[src/hdl/erf_pkg.sv]
// package for the receive filter and watermark block: offsets, fields, carriers
package erf_pkg;
   // register indices; byte address is four times the index
   localparam logic [7:0] IDX_FILTER_CONFIG = 8'h00;
   localparam logic [7:0] IDX_WATERMARKS = 8'h01;
   localparam logic [7:0] IDX_CONTROL = 8'h02;
   localparam logic [7:0] IDX_STATUS = 8'h03;
   localparam logic [7:0] IDX_STATION_LO = 8'h04;
   localparam logic [7:0] IDX_STATION_HI = 8'h05;
   localparam logic [7:0] IDX_CHECKSUM = 8'h06;
   localparam logic [9:0] ADDR_FILTER_CONFIG = {IDX_FILTER_CONFIG, 2'b00};
   localparam logic [9:0] ADDR_WATERMARKS = {IDX_WATERMARKS, 2'b00};
   localparam logic [9:0] ADDR_CONTROL = {IDX_CONTROL, 2'b00};
   localparam logic [9:0] ADDR_STATUS = {IDX_STATUS, 2'b00};
   localparam logic [9:0] ADDR_STATION_LO = {IDX_STATION_LO, 2'b00};
   localparam logic [9:0] ADDR_STATION_HI = {IDX_STATION_HI, 2'b00};
   localparam logic [9:0] ADDR_CHECKSUM = {IDX_CHECKSUM, 2'b00};

   // filter configuration field positions
   localparam int FC_BCAST = 0;
   localparam int FC_GROUP = 1;
   localparam int FC_FOREIGN = 2;
   localparam int FC_STATION = 3;
   localparam int FC_SHORT_REJ = 4;
   localparam int FC_SHORT_COL = 5;
   localparam int FC_GOOD_CRC = 6;
   localparam int FC_BAD_CRC = 7;
   localparam int FC_SEL_LSB = 8;
   localparam int FC_INVERT = 12;
   localparam int FC_WAKEUP = 14;
   localparam int FC_HASH = 15;
   localparam logic [31:0] FC_WRITE_MASK = 32'h0000_dfff;
   // watermark field positions
   localparam int WM_EMPTY_LSB = 0;
   localparam int WM_FULL_LSB = 16;
   localparam logic [31:0] WM_WRITE_MASK = 32'h00ff_00ff;
   // own control / status bits
   localparam int CT_RX_EN = 0;
   localparam int CT_AUTO_FC = 1;
   localparam int ST_FULL_EVT = 0;
   localparam int ST_EMPTY_EVT = 1;
   localparam int ST_FC_ON = 2;
   localparam int ST_LAST_ACC = 3;
   localparam int ST_LAST_VALID = 4;

   localparam logic [31:0] RESET_WORD = 32'h0000_0000;
   localparam logic [15:0] SHORT_FRAME_BYTES = 16'h0040;
   localparam logic [47:0] BCAST_ADDR = 48'hffff_ffff_ffff;

   typedef enum logic [3:0] {
      PM_OFF = 4'h0, PM_CSUM = 4'h1, PM_STA_A = 4'h2, PM_STA_B = 4'h3,
      PM_UNI_A = 4'h4, PM_UNI_B = 4'h5, PM_BC_A = 4'h6, PM_BC_B = 4'h7,
      PM_HASH = 4'h8, PM_WAKE = 4'h9
   } erf_pm_e;

   // one received frame's descriptor from the MAC receive path
   typedef struct packed {
      logic [47:0] dest_addr;
      logic [15:0] length;
      logic crc_ok;
      logic [15:0] checksum;
      logic hash_hit;
      logic wakeup_hit;
   } erf_frame_s;
endpackage

[src/hdl/erf_rx_filter.sv]
// receive frame filter and receive buffer watermark logic
`timescale 1ns/1ps
`default_nettype none

// Functional notes
// - selector zero: pattern match always fails.
// - selector 0001: match is invert XOR checksum equal.
// - selector 0010/0011: checksum condition and destination equals station address.
// - selector 0100/0101: checksum condition and destination is unicast.
// - selector 0110/0111: checksum condition and destination is broadcast.
// - selector 1000: checksum condition and hash hit, regardless of hash enable.
// - selector 1001: checksum condition and wake-up hit, regardless of its enable.
// - invert set needs checksum mismatch; clear needs checksum match.
// - bad-crc collect: accept only frames with invalid crc.
// - good-crc only: accept only frames with valid crc.
// - short collect: accept only frames under 64 bytes, with good crc if required.
// - short reject: reject frames under 64 bytes.
// - station unicast enable accepts unicast to our address.
// - foreign unicast enable accepts unicast to other addresses.
// - group enable accepts multicast frames other than broadcast.
// - all-ones enable accepts broadcast frames.
// - count reaching full mark raises full event; auto flow control turns on.
// - count reaching empty mark raises empty event; auto flow control turns off.
// - bit 15 enables hash filter, bit 14 enables wake-up filter.
module erf_rx_filter (
   // clock and reset
   input wire logic clk,
   input wire logic rst,
   // register port
   input wire logic [9:0] reg_addr,
   input wire logic [31:0] reg_wdata,
   input wire logic reg_wr,
   input wire logic reg_rd,
   output logic [31:0] reg_rdata,
   // frame from receive path
   input wire logic frame_valid,
   input wire erf_pkg::erf_frame_s frame,
   input wire logic [7:0] rx_buffer_count,
   // results
   output logic decision_valid,
   output logic frame_accept,
   output logic full_level_event,
   output logic empty_level_event,
   output logic flow_control_on,
   output logic receiver_enable
);

   // ------------------------------------------------------------
   // registers
   // ------------------------------------------------------------
   logic [31:0] fc_q;
   logic [31:0] wm_q;
   logic [1:0] ctl_q;
   logic [47:0] station_q;
   logic [15:0] csum_q;
   logic [31:0] rdata_q;
   logic dec_valid_q, accept_q, last_acc_q, last_valid_q;
   logic full_evt_q, empty_evt_q, fc_on_q;

   wire sel_fc = reg_addr == erf_pkg::ADDR_FILTER_CONFIG;
   wire sel_wm = reg_addr == erf_pkg::ADDR_WATERMARKS;
   wire sel_ct = reg_addr == erf_pkg::ADDR_CONTROL;
   wire sel_st = reg_addr == erf_pkg::ADDR_STATUS;
   wire sel_lo = reg_addr == erf_pkg::ADDR_STATION_LO;
   wire sel_hi = reg_addr == erf_pkg::ADDR_STATION_HI;
   wire sel_cs = reg_addr == erf_pkg::ADDR_CHECKSUM;

   // config writes are taken only with the receiver off, so a frame never sees a half-changed filter
   wire fc_wr_ok = reg_wr & sel_fc & ~ctl_q[erf_pkg::CT_RX_EN];
   wire st_clr = reg_wr & sel_st;

   wire [31:0] status_word = {27'h0, last_valid_q, last_acc_q, fc_on_q, empty_evt_q, full_evt_q};
   wire [31:0] rd_mux =
      sel_fc ? fc_q :
      sel_wm ? wm_q :
      sel_ct ? {30'h0, ctl_q} :
      sel_st ? status_word :
      sel_lo ? station_q[31:0] :
      sel_hi ? {16'h0, station_q[47:32]} :
      sel_cs ? {16'h0, csum_q} : 32'h0;

   // ------------------------------------------------------------
   // pattern match
   // ------------------------------------------------------------
   wire [3:0] pm_sel = fc_q[erf_pkg::FC_SEL_LSB +: 4];
   wire invert = fc_q[erf_pkg::FC_INVERT];
   wire is_group = frame.dest_addr[40];
   wire is_bcast = frame.dest_addr == erf_pkg::BCAST_ADDR;
   wire is_unicast = ~is_group;
   wire is_station = frame.dest_addr == station_q;
   wire csum_cond = invert ^ (frame.checksum == csum_q);

   logic pm_hit;
   always_comb begin
      case (pm_sel)
         erf_pkg::PM_OFF: pm_hit = 1'b0;
         erf_pkg::PM_CSUM: pm_hit = csum_cond;
         erf_pkg::PM_STA_A, erf_pkg::PM_STA_B: pm_hit = csum_cond & is_station;
         erf_pkg::PM_UNI_A, erf_pkg::PM_UNI_B: pm_hit = csum_cond & is_unicast;
         erf_pkg::PM_BC_A, erf_pkg::PM_BC_B: pm_hit = csum_cond & is_bcast;
         erf_pkg::PM_HASH: pm_hit = csum_cond & frame.hash_hit;
         erf_pkg::PM_WAKE: pm_hit = csum_cond & frame.wakeup_hit;
         default: pm_hit = 1'b0;
      endcase
   end

   // ------------------------------------------------------------
   // mandatory checks and acceptance
   // ------------------------------------------------------------
   wire is_short = frame.length < erf_pkg::SHORT_FRAME_BYTES;
   wire good_only = fc_q[erf_pkg::FC_GOOD_CRC];
   wire m_bad = ~fc_q[erf_pkg::FC_BAD_CRC] | ~frame.crc_ok;
   wire m_good = ~good_only | frame.crc_ok;
   wire m_scol = ~fc_q[erf_pkg::FC_SHORT_COL] | (is_short & (~good_only | frame.crc_ok));
   wire m_srej = ~fc_q[erf_pkg::FC_SHORT_REJ] | ~is_short;
   wire a_sta = fc_q[erf_pkg::FC_STATION] & is_unicast & is_station;
   wire a_for = fc_q[erf_pkg::FC_FOREIGN] & is_unicast & ~is_station;
   wire a_grp = fc_q[erf_pkg::FC_GROUP] & is_group & ~is_bcast;
   wire a_bc = fc_q[erf_pkg::FC_BCAST] & is_bcast;
   wire a_hash = fc_q[erf_pkg::FC_HASH] & frame.hash_hit;
   wire a_wake = fc_q[erf_pkg::FC_WAKEUP] & frame.wakeup_hit;
   wire any_acc = a_sta | a_for | a_grp | a_bc | a_hash | a_wake | pm_hit;
   wire accept_d = m_bad & m_good & m_scol & m_srej & any_acc;
   // frames arriving with the receiver off get no decision
   wire take = frame_valid & ctl_q[erf_pkg::CT_RX_EN];

   // ------------------------------------------------------------
   // watermarks
   // ------------------------------------------------------------
   wire [7:0] full_mark = wm_q[erf_pkg::WM_FULL_LSB +: 8];
   wire [7:0] empty_mark = wm_q[erf_pkg::WM_EMPTY_LSB +: 8];
   logic [7:0] cnt_sync1_q, cnt_q;
   logic full_prev_q, empty_prev_q;
   // marks reached by level of the synchronised count; full above empty keeps them apart
   wire full_hit = cnt_q >= full_mark;
   wire empty_hit = cnt_q <= empty_mark;
   wire auto_fc = ctl_q[erf_pkg::CT_AUTO_FC];
   logic fc_on_d;
   always_comb begin
      fc_on_d = fc_on_q;
      if (!auto_fc)
         fc_on_d = 1'b0;
      else if (full_hit)
         fc_on_d = 1'b1;
      else if (empty_hit)
         fc_on_d = 1'b0;
   end
   wire full_rise = full_hit & ~full_prev_q;
   wire empty_rise = empty_hit & ~empty_prev_q;

   // ------------------------------------------------------------
   // clocked state
   // ------------------------------------------------------------
   always_ff @(posedge clk or posedge rst) begin
      if (rst) begin
         fc_q <= erf_pkg::RESET_WORD;
         wm_q <= erf_pkg::RESET_WORD;
         ctl_q <= 2'h0;
         station_q <= 48'h0;
         csum_q <= 16'h0;
         rdata_q <= erf_pkg::RESET_WORD;
      end else begin
         if (fc_wr_ok)
            fc_q <= reg_wdata & erf_pkg::FC_WRITE_MASK;
         if (reg_wr & sel_wm)
            wm_q <= reg_wdata & erf_pkg::WM_WRITE_MASK;
         if (reg_wr & sel_ct)
            ctl_q <= reg_wdata[1:0];
         if (reg_wr & sel_lo)
            station_q[31:0] <= reg_wdata;
         if (reg_wr & sel_hi)
            station_q[47:32] <= reg_wdata[15:0];
         if (reg_wr & sel_cs)
            csum_q <= reg_wdata[15:0];
         rdata_q <= reg_rd ? rd_mux : 32'h0;
      end
   end

   always_ff @(posedge clk or posedge rst) begin
      if (rst) begin
         dec_valid_q <= 1'b0;
         accept_q <= 1'b0;
         last_acc_q <= 1'b0;
         last_valid_q <= 1'b0;
      end else begin
         dec_valid_q <= take;
         accept_q <= take & accept_d;
         if (take) begin
            last_acc_q <= accept_d;
            last_valid_q <= 1'b1;
         end
      end
   end

   // count comes from the buffer manager's domain, so it is resynchronised first
   always_ff @(posedge clk or posedge rst) begin
      if (rst) begin
         cnt_sync1_q <= 8'h0;
         cnt_q <= 8'h0;
         full_prev_q <= 1'b0;
         empty_prev_q <= 1'b1;
         full_evt_q <= 1'b0;
         empty_evt_q <= 1'b0;
         fc_on_q <= 1'b0;
      end else begin
         cnt_sync1_q <= rx_buffer_count;
         cnt_q <= cnt_sync1_q;
         full_prev_q <= full_hit;
         empty_prev_q <= empty_hit;
         // set wins over a software clear in the same cycle
         full_evt_q <= full_rise | (full_evt_q & ~(st_clr & reg_wdata[erf_pkg::ST_FULL_EVT]));
         empty_evt_q <= empty_rise | (empty_evt_q & ~(st_clr & reg_wdata[erf_pkg::ST_EMPTY_EVT]));
         fc_on_q <= fc_on_d;
      end
   end

   assign reg_rdata = rdata_q;
   assign decision_valid = dec_valid_q;
   assign frame_accept = accept_q;
   assign full_level_event = full_evt_q;
   assign empty_level_event = empty_evt_q;
   assign flow_control_on = fc_on_q;
   assign receiver_enable = ctl_q[erf_pkg::CT_RX_EN];

endmodule
`default_nettype wire

[config.mk]
export PLATFORM = sky130hd
export DESIGN_NAME = erf_rx_filter
export DESIGN_NICKNAME = d
export VERILOG_FILES = /design/src/hdl/erf_pkg.sv /design/src/hdl/erf_rx_filter.sv
export SDC_FILE = /design/constraint.sdc
export NUM_CORES = 1
export LEC_CHECK = 0
export BUFFER_PORTS_ARGS = -buffer_cell sky130_fd_sc_hd__buf_2
export CORE_MARGIN = 8
export CORE_UTILIZATION = 40
export DETAILED_ROUTE_END_ITERATION = 10
export HOLD_SLACK_MARGIN = 0.08
export PLACE_DENSITY_LB_ADDON = 0.2
export SYNTH_ARGS = -nofsm -noshare
export SYNTH_HDL_FRONTEND = slang
export SYNTH_SLANG_ARGS = --single-unit
[constraint.sdc]
create_clock -name clk -period 5.8 [get_ports clk]
set_clock_uncertainty 0.2 [all_clocks]
set_input_delay 0.29 -clock clk [delete_from_list [all_inputs] [get_ports clk]]
set_output_delay 0.29 -clock clk [all_outputs]
set_load 0.01 [all_outputs]
==> results of run 1 <==
routing by layer:
| metal | vias to the layer above | share of wire, % |
|---|---|---|
| li1 | 2592 | - |
| met1 | 2843 | 46 |
| met2 | 218 | 45 |
| met5 | - | 0 |
| met4 | 0 | 2.3 |
| met3 | 30 | 6.7 |
per-stage QoR:
step | power, uW | util, % | instance area (sq um) | setup WS, ns
after floorplan | 1212 | - | 7620 | 1.162
after global placement | 1310 | 46.03 | 8610 | 2.694
after detailed placement | 1314 | 46.03 | 8610 | 2.611
after CTS | 2507 | 51.65 | 9662 | 3.057
after global routing | 2569 | 51.68 | 9667 | 2.916
final | 2485 | 51.68 | 9667 | 2.996
area by class of cell:
class	instances	area share (%)
flip-flops and latches	154	39.88
multi-input cells	403	36.38
repair buffers	214	13.38
clock buffers	22	4.906
well taps	234	3.029
clock inverters	10	1.424
inverters	23	0.9449
diodes	2	0.05177
critical path, cell delays in order (launching register included):
cell      delay (ns)
dfrtp_1         0.44
xnor2_1         0.21
nand4_1         0.11
nor4_1          0.56
a31oi_1         0.16
o21ba_2         0.25
a211oi_1        0.55
o22ai_1         0.17
Yosys cell counts (all sizes together), types with 15 or more instances:
| cell | n |
|---|---|
| o21ai | 19 |
| and2 | 15 |
| xnor2 | 65 |
| nand2 | 15 |
| a22oi | 16 |
| nor2 | 21 |
| ha | 16 |
| inv | 23 |
| mux2 | 101 |
| a21oi | 16 |
| dfrtp | 153 |
| buf | 17 |
| nand4 | 32 |
where the power goes:
group	switching (uW)	total, uW	internal [uW]
combinational	107	206	98.5
clock	456	1170	713
sequential	15.9	1110	1090
logic make-up after synthesis:
logic type | count (synthesis) | synth area share [%]
xor gates and xnor gates | 65 | 7.471
buffers and inverters | 43 | 3.268
AOI/OAI and AO/OA | 84 | 7.373
adders and majority gates | 16 | 2.627
and+or+nand+nor | 124 | 10.07
DFF | 154 | 50.59
muxes | 114 | 18.60
placed cells by master (no fill, tap or decap), types with 3 or more instances in the layout:
cell,count
nand2_1,13
o21ai_1,6
nor4_1,7
inv_6,3
a21boi_0,4
xnor2_1,65
mux2_4,40
nor2b_1,4
and3_1,3
a22oi_1,16
clkbuf_8,3
mux2_2,54
inv_1,22
nand4_1,32
a21oi_1,16
dlygate4sd3_1,44
nand3_1,8
clkinv_2,3
a21o_1,5
clkbuf_16,17
a22o_1,7
buf_2,169
nor2_1,17
a222oi_1,4
or4_1,3
o21ai_0,13
mux2i_1,13
mux2_1,7
ha_1,16
dfrtp_1,153
and2_1,13
bufinv_16,3
final timing paths:
| kind | from | to |
|---|---|---|
| setup / recovery | station_q[45]$_DFFE_PP0P_ | last_acc_q$_DFFE_PP0P_ |
| hold / removal | reg_wr | empty_level_event$_DFF_PP0_ |
| setup reg to reg | station_q[45]$_DFFE_PP0P_ | last_acc_q$_DFFE_PP0P_ |
| hold reg to reg | cnt_sync1_q[0]$_DFF_PP0_ | cnt_q[0]$_DFF_PP0_ |
| max in group asynchronous | rst | station_q[10]$_DFFE_PP0P_ |
| min in group asynchronous | rst | cnt_sync1_q[4]$_DFF_PP0_ |
what timing repair did:
action / 4_1_cts / 5_1_grt
endpoints found under the hold margin: 215 / 0
gates resized for setup: 0 / 0
buffers inserted: 0 / 0
hold buffers: 44 / 0
sequential cells by signal, indices dropped and copies added (netlist names), 2 cells and up:
| register | count |
|---|---|
| cnt_sync1_q | 8 |
| wm_q | 16 |
| ctl_q | 2 |
| fc_q | 15 |
| csum_q | 16 |
| station_q | 48 |
| reg_rdata | 32 |
| cnt_q | 8 |
==> metrics.cfg, run 1 <==
[power]
ir_drop_mv=0.1872
powerDensity_nw_per_um2=257.0
leakagePower_uw=0.004583

[timing]
worst_pin_slew_ns=1.218
timing.final.crit_share_pct=48.35
period_needed_ns=2.804
clock.fmax_mhz=356.6
rsz0062_at_grt=false
fin_hold_ws_ns=0.09874
relSlewSlack_pct=18.80
hold_viol_final=0
setup_viol=0
totalNegativeSetupSlack_ns=0
drv_slew=0

[setup_path]
path_max_fanout=3
start_kind=register
path_class=register to register
ff2ff_path_depth=7
cp.arrival_ns=2.88
rrSetupSlack_ns=3.00
required_ns=5.87
worstSetupEndpointType=register

[layout]
area_delta_synth_final_pct=26.86
instances_no_fill=1062
multiInputGateArea_sq_um=3517
fillers=1644
fin_nets=967
seq_area_sq_um=3855
drive_gt1_share_pct=37.89

[clock_tree]
cts.htree.levels=4
cts_tree=built
worstSkewPairLatency_ns=0.42
clkSlewWorstSetupHoldPaths_ns=0.06
cts_made_buffers=17
cts_root_buf=clkbuf_16
clock-sinks=154
cts.path.max_buffers=2

[floorplanning]
row_count=50
io_pins=176
coreArea_sq_um=18710
fp.dieArea_sq_um=23720
initial_utilization_pct=40.74
die_y_microns=154.0
die_w_microns=154.0

[yosys]
synth_top_cell_area_share_pct=50.25
ys_seq_area_share_pct=50.59
synth-main-ff-cell=dfrtp_1
yosys_warnings=0
avgSynthCellArea_sq_um=12.70
synth-edff-count=0
synth_nets=754
async_flop_share_pct=100.0
synth_top_cell_by_area=dfrtp_1
postSynthCellCount=600
ys_types=58
synth_area_leaders=dfrtp_1 (50%), mux2_2 (8.0%), mux2_4 (7.9%)
synth_area_sq_um=7620
ys_ff_latch=154

[routing]
via_per_inst=5.351
drtIter0Drc=328
drc_errors=0
ant_nets=0
vias=5683
drt-total-wl_microns=23160
drt-wirelength-per-cell_microns=21.81
dr.pass1.iters=5

[min_path]
hold_depth=3
min_path_type=input port to register

[global_routing]
grt_max_degree=100
gr-max-usage-layer=met2
grtUsageTotal_pct=19.94
grt_use_met1_pct=26.57
grt_pass1_wl_microns=36140
antenna_found_initial=2
grt_use_met3_pct=5.241
grt_pass1_vias=6256
met2_usage_pct=30.69
grt-ovfl-total=0

[place]
placed_cells=984
io_buffers=169
dpl.hpwl_microns=17670
routabilityCongestion=0.8431

[job]
cap_viol_max_count=0

[run_status]
status=finished, final reports clean

Note: power is estimated with default switching activity, not from simulation.
==> inputs of run 2 (changes only) <==
- ABC_AREA: not set -> 1
- clock period: 5.8 -> 2.8 ns (I/O delays scaled with it)
==> metrics.cfg, run 2 <==
[clock_tree]
cts.htree.levels=4  ; unchanged
clkSlewWorstSetupHoldPaths_ns=0.07  ; was 0.06 ns
cts_tree=built  ; unchanged
cts_made_buffers=17  ; unchanged
cts_root_buf=clkbuf_16  ; unchanged
clock-sinks=154  ; unchanged
cts.path.max_buffers=2  ; unchanged
worstSkewPairLatency_ns=0.42  ; about the same

[timing]
totalNegativeSetupSlack_ns=0  ; unchanged
clock.fmax_mhz=377.2
worst_slack_ns=0.1486  ; was 2.996 ns
hold_viol_final=0  ; unchanged
rsz0062_at_grt=false  ; unchanged
drv_slew=0  ; unchanged
period_needed_ns=2.651
timing.final.crit_share_pct=94.69
relSlewSlack_pct=54.17  ; was 18.80%
setup_viol=0  ; unchanged
worst_pin_slew_ns=0.6785  ; was 1.218 ns

[yosys]
synthTopCellsByCount=nand2_1 (308), dfrtp_1 (153), inv_1 (149), o21ai_0 (73), nor2_1 (55)  ; was dfrtp_1 (153), xnor2_1 (65), mux2_2 (54), mux2_4 (40), nand4_1 (32)
ys_seq_area_share_pct=47.61  ; was 50.59%
avgSynthCellArea_sq_um=7.916  ; was 12.70 sq um
yosys_warnings=0  ; unchanged
synth_area_sq_um=8098  ; was 7620 sq um
ys_ff_latch=154  ; unchanged
synth-edff-count=0  ; unchanged
synth-main-ff-cell=dfrtp_1  ; unchanged
postSynthCellCount=1023  ; was 600
async_flop_share_pct=100.0  ; unchanged
yosysMostFrequentCell=nand2_1  ; was dfrtp_1
ys_types=46  ; was 58
synth_nets=1177  ; was 754
synth_area_leaders=dfrtp_1 (47%), nand2_1 (14%), inv_1 (6.9%)  ; was dfrtp_1 (50%), mux2_2 (8.0%), mux2_4 (7.9%)
synth_top_cell_area_share_pct=47.28  ; was 50.25%
synth_top_cell_by_area=dfrtp_1  ; unchanged

[power]
leakagePower_uw=0.005184  ; was 0.004583 uW
power_frac_seq_pct=44.3  ; was 44.7%
ir_drop_mv=0.3762  ; was 0.1872 mV
p_sw_share_pct=24.58  ; was 23.32%
power_frac_comb_pct=9.1  ; was 8.3%
powerDensity_nw_per_um2=500.4  ; was 257.0 nW/um^2
pwr-share-clk_pct=46.7  ; was 47.1%
internal_power_uw=3906  ; was 1905 uW
power_switching_uw=1273  ; was 579.5 uW

[routing]
drt-wirelength-per-cell_microns=16.72  ; was 21.81 microns
drc_errors=0  ; unchanged
via_per_inst=4.800  ; was 5.351
drt-total-wl_microns=25480  ; was 23,160 microns
drtIter0Drc=629  ; was 328
vias=7315  ; was 5,683
ant_nets=0  ; unchanged
dr.pass1.iters=7  ; was 5

[global_routing]
grt-ovfl-total=0  ; unchanged
grt_max_degree=82  ; was 100
grt_pass1_vias=7199  ; was 6,256
grt_pass1_wl_microns=39060  ; was 36,140 microns
antenna_found_initial=1  ; was 2
grtUsageTotal_pct=20.77  ; was 19.94%

[layout]
final_core_util_pct=51.65  ; was 51.68%
area_delta_synth_final_pct=27.81  ; was 26.86%
drive_gt1_share_pct=19.39  ; was 37.89%
layout_common_cells=nand2_1 (307), buf_2 (169), dfrtp_1 (153)  ; was buf_2 (169), dfrtp_1 (153), xnor2_1 (65)
top_register=station_q  ; unchanged
fin_nets=1394  ; was 967
layout_commonest_cell=nand2_1  ; was buf_2
largest_register_ffs=48  ; unchanged

[place]
routabilityCongestion=0.9023  ; was 0.8431
dpl.hpwl_microns=19020  ; was 17,670 microns
pre_cts_ws_ns=0.6688  ; was 2.611 ns
io_buffers=169  ; unchanged

[floorplanning]
fp.dieArea_sq_um=25050  ; was 23,720 sq um
die_w_microns=158.3  ; was 154.0 microns
row_count=52  ; was 50
die_y_microns=158.3  ; was 154.0 microns
initial_utilization_pct=40.41  ; was 40.74%
io_pins=176  ; unchanged
coreArea_sq_um=20040  ; was 18,710 sq um

[setup_path]
required_ns=2.92  ; was 5.87 ns
worstSetupEndpointType=register  ; unchanged
start_kind=input port  ; was register
ff2ff_path_depth=11  ; was 7
cp.arrival_ns=2.77  ; was 2.88 ns
path_max_fanout=12  ; was 3
path_class=input port to register  ; was register to register

[min_path]
hold_depth=8  ; was 3
min_path_type=input port to register  ; unchanged

[job]
cap_viol_max_count=0  ; unchanged

[run_status]
status=finished, final reports clean  ; unchanged

-- run 2: changes by cell type after synthesis, moves of 38 or more --
cell / previous run / this run
nand2_1: 13 / 308
inv_1: 23 / 149
o21ai_0: 13 / 73
mux2_2: 54 / 0
xnor2_1: 65 / 22
mux2_4: 40 / 0
nor2_1: 17 / 55
-- run 2: worst max-delay path, stage by stage --
cell and delay [ns]:
dlygate4sd3_1 0.53, buf_2 0.14, nor2_4 0.09, dlygate4sd3_1 0.61, inv_2 0.08, nor2_4 0.12, nand2_2 0.17, nor2_4 0.25
buf_4 0.23, nand2_1 0.07, nand2_1 0.06, inv_1 0.04, a31oi_1 0.24
-- run 2: repair_timing --
action | CTS | global route
resized for setup | 0 | 4
endpoints found under the setup margin | 0 | 46
hold endpoints to repair | 280 | 0
setup buffers | 0 | 0
hold buffers | 54 | 0
-- run 2: routing by layer --
metal | global-route usage, % | up-vias | share of wire, %
met5 | 0 | - | 0
met4 | 6.286 | 0 | 2.0
met3 | 4.072 | 31 | 6.0
met2 | 34.81 | 213 | 49
met1 | 26.67 | 3380 | 44
li1 | - | 3691 | -
-- run 2: area by class of cell --
type                       instances  area, sq um
antenna                            1        2.502
clock buffer                      20        446.7
clock inverter                    12        162.7
fill                            1971         9689
inverter                         157        594.3
multi-input combinational        681         3491
sequential                       154         3855
tap                              270        337.8
timing repair buffer             229         1460
-- run 2: final timing paths --
kind | startpoint | endpoint | slack [ns]
setup / recovery | reg_addr[0] | reg_rdata[0]$_DFF_PP0_ | 0.15
hold / removal | reg_addr[6] | ctl_q[0]$_DFFE_PP0P_ | 0.11
setup reg to reg | station_q[42]$_DFFE_PP0P_ | last_acc_q$_DFFE_PP0P_ | 0.17
hold reg to reg | cnt_sync1_q[5]$_DFF_PP0_ | cnt_q[5]$_DFF_PP0_ | 0.15
max in group asynchronous | rst | station_q[10]$_DFFE_PP0P_ | 1.81
min in group asynchronous | rst | decision_valid$_DFF_PP0_ | 0.18
-- run 2: cells by family after synthesis --
family / share of synthesized area (%)
DFF: 47.61
xor gates and xnor gates: 4.002
adders and majority gates: 2.472
buffers and inverters: 9.487
and+or+nand+nor: 23.41
AOI/OAI and AO/OA: 13.03
-- run 2: metrics by stage --
| stage | hold WS (ns) | area (sq um) | cells | power, uW |
|---|---|---|---|---|
| floorplan | -0.02857 | 8102 | 1023 | 2537 |
| global placement | 0.04964 | 9178 | 1437 | 2741 |
| detailed placement | 0.04935 | 9178 | 1437 | 2749 |
| CTS | 0.08181 | 10330 | 1523 | 5223 |
| global route | 0.1407 | 10350 | 1524 | 5371 |
| finish | 0.1080 | 10350 | 1524 | 5179 |
-- run 2: power by group through the flow --
stage / clock network (uW) / logic (uW) / registers [uW]
2_1_floorplan: 0 / 213 / 2320
3_3_place_gp: 0 / 409 / 2330
5_1_grt: 2550 / 527 / 2290
3_5_place_dp: 0 / 416 / 2330
4_1_cts: 2460 / 472 / 2290
6_report: 2420 / 469 / 2290
==> inputs of run 3 (changes only) <==
- CORE_ASPECT_RATIO: not set -> 1.4
==> metrics.cfg, run 3 (synthesis results as in run 2) <==
[setup_path]
cp.arrival_ns=2.77  ; about the same
critical_path.cell_chain=xnor2_1 > nand2_1 > nor2_1 > nand2_1 > nor2_1 > nand4_1 > a21oi_1 > nand3_1 > nand2_1 > nand2_1 > dlygate4sd3_1  ; was dlygate4sd3_1 > buf_2 > nor2_4 > dlygate4sd3_1 > inv_2 > nor2_4 > nand2_2 > nor2_4 > buf_4 > nand2_1 > nand2_1 > inv_1 > a31oi_1
start_kind=register  ; was input port
slowest_stage=dlygate4sd3_1  ; unchanged
required_ns=2.91  ; was 2.92 ns
max_stage_delay_ns=0.55  ; was 0.61 ns
critPathMostFrequentCell=nand2_1  ; was nor2_4
path_class=register to register  ; was input port to register
worstSetupEndpointType=register  ; unchanged
path_max_fanout=3  ; was 12

[layout]
area_delta_synth_final_pct=26.82  ; was 27.81%
top_register=station_q  ; unchanged
largest_register_ffs=48  ; unchanged
layout_commonest_cell=nand2_1  ; unchanged
drive_gt1_share_pct=19.20  ; was 19.39%
design_area_sq_um=10270  ; was 10,350 sq um
fin_nets=1392  ; was 1,394
fillers=1979  ; was 1,971
final_core_util_pct=51.75  ; was 51.65%
layout_common_cells=nand2_1 (308), buf_2 (169), dfrtp_1 (153)  ; was nand2_1 (307), buf_2 (169), dfrtp_1 (153)

[floorplanning]
die_w_microns=136.3  ; was 158.3 microns
initial_utilization_pct=40.81  ; was 40.41%
die_y_microns=184.4  ; was 158.3 microns
row_count=61  ; was 52
io_pins=176  ; unchanged
fp.dieArea_sq_um=25120  ; was 25,050 sq um
coreArea_sq_um=19840  ; was 20,040 sq um

[run_status]
status=finished, final reports clean  ; unchanged

[clock_tree]
clkSlewWorstSetupHoldPaths_ns=0.07  ; about the same
cts.htree.levels=4  ; unchanged
clock-sinks=154  ; unchanged
worstSkewPairLatency_ns=0.43  ; was 0.42 ns
cts_made_buffers=17  ; unchanged
cts_tree=built  ; unchanged
cts.path.max_buffers=2  ; unchanged
cts_resized=0  ; unchanged
cts_root_buf=clkbuf_16  ; unchanged

[global_routing]
grt_max_degree=155  ; was 82
grt-ovfl-total=0  ; unchanged
grt_pass1_vias=7557  ; was 7,199
grtUsageTotal_pct=21.07  ; was 20.77%
grt_pass1_wl_microns=40210  ; was 39,060 microns
antenna_found_initial=4  ; was 1

[power]
power_switching_uw=1285  ; was 1273 uW
power_frac_seq_pct=44.4  ; was 44.3%
internal_power_uw=3878  ; was 3906 uW
leakagePower_uw=0.005167  ; was 0.005184 uW
ir_drop_mv=0.3528  ; was 0.3762 mV
power_frac_comb_pct=9.0  ; was 9.1%
pwr-share-clk_pct=46.6  ; was 46.7%
powerDensity_nw_per_um2=502.8  ; was 500.4 nW/um^2
p_sw_share_pct=24.89  ; was 24.58%

[routing]
vias=7348  ; was 7,315
drtIter0Drc=474  ; was 629
drt-wirelength-per-cell_microns=17.18  ; was 16.72 microns
drc_errors=0  ; unchanged
via_per_inst=4.886  ; was 4.800
drt-total-wl_microns=25840  ; was 25,480 microns
ant_nets=0  ; unchanged
dr.pass1.iters=5  ; was 7

[place]
dpl.hpwl_microns=19410  ; was 19,020 microns
io_buffers=169  ; unchanged
pre_cts_ws_ns=0.6334  ; was 0.6688 ns
routabilityCongestion=0.9086  ; was 0.9023
post_dp_cell_area_sq_um=9135  ; was 9178 sq um

[timing]
worst_slack_ns=0.1418  ; was 0.1486 ns
timing.final.crit_share_pct=94.93  ; was 94.69%
drv_slew=0  ; unchanged
worst_pin_slew_ns=0.8656  ; was 0.6785 ns
clock.fmax_mhz=376.2  ; was 377.2 MHz
totalNegativeSetupSlack_ns=0  ; unchanged
rsz0062_at_grt=false  ; unchanged
setup_viol=0  ; unchanged
hold_viol_final=0  ; unchanged
relSlewSlack_pct=42.29  ; was 54.17%
period_needed_ns=2.658  ; was 2.651 ns

[job]
cap_viol_max_count=0  ; unchanged

[min_path]
min_path_type=input port to register  ; unchanged

## run 3: worst max-delay path: cells and delay by family, from the launching register on
kind                      cells  cell delay, ns
buffers and inverters         1            0.55
xor gates and xnor gates      1            0.30
AOI/OAI and AO/OA             1            0.21
DFF                           1            0.40
and+or+nand+nor               8            0.88
## run 3: worst paths after layout
| kind | start | end | slack (ns) | depth (start not counted) |
|---|---|---|---|---|
| min reg2reg | cnt_sync1_q[0]$_DFF_PP0_ | cnt_q[0]$_DFF_PP0_ | 0.15 | 0 |
| max reg2reg | station_q[42]$_DFFE_PP0P_ | last_acc_q$_DFFE_PP0P_ | 0.14 | 11 |
| max | station_q[42]$_DFFE_PP0P_ | last_acc_q$_DFFE_PP0P_ | 0.14 | 11 |
| min in group asynchronous | rst | reg_rdata[27]$_DFF_PP0_ | 0.31 | 4 |
| max in group asynchronous | rst | wm_q[4]$_DFFE_PP0P_ | 1.45 | 4 |
| min | reg_addr[1] | ctl_q[0]$_DFFE_PP0P_ | 0.10 | 8 |
## run 3: final cells by class
| class | instances | area, sq um | area share (%) |
|---|---|---|---|
| diodes | 2 | 5.005 | 0.04873 |
| clock buffers | 19 | 432.9 | 4.215 |
| clock inverters | 12 | 166.4 | 1.620 |
| inverters | 157 | 594.3 | 5.787 |
| multi-input cells | 681 | 3475 | 33.83 |
| flip-flops and latches | 154 | 3855 | 37.54 |
| well taps | 252 | 315.3 | 3.070 |
| repair buffers | 227 | 1426 | 13.89 |
## run 3: routing by layer
| metal | track usage, % | wire [microns] | vias up |
|---|---|---|---|
| li1 | - | - | 3688 |
| met1 | 23.91 | 10240 | 3418 |
| met2 | 37.49 | 13520 | 184 |
| met3 | 3.924 | 1173 | 54 |
| met4 | 9.343 | 886 | 4 |
| met5 | 0 | 25 | - |
## run 3: what timing repair did
action,4_1_cts,5_1_grt
endpoints found under the hold margin,279,0
buffers inserted,0,0
hold buffers,53,0
## run 3: power groups by stage
stage / Sequential (uW) / Clock (uW) / Combinational, uW
finish: 2290 / 2400 / 466
global route: 2300 / 2540 / 523
CTS: 2290 / 2440 / 472
detailed placement: 2330 / 0 / 414
global placement: 2330 / 0 / 408
floorplan: 2320 / 0 / 213
## run 3: metrics by stage
step | power [uW] | cells | hold WS (ns)
2_1_floorplan | 2537 | 1023 | -0.02857
3_3_place_gp | 2741 | 1418 | 0.04818
3_5_place_dp | 2749 | 1418 | 0.04934
4_1_cts | 5208 | 1502 | 0.08093
5_1_grt | 5357 | 1504 | 0.1273
6_report | 5163 | 1504 | 0.1039
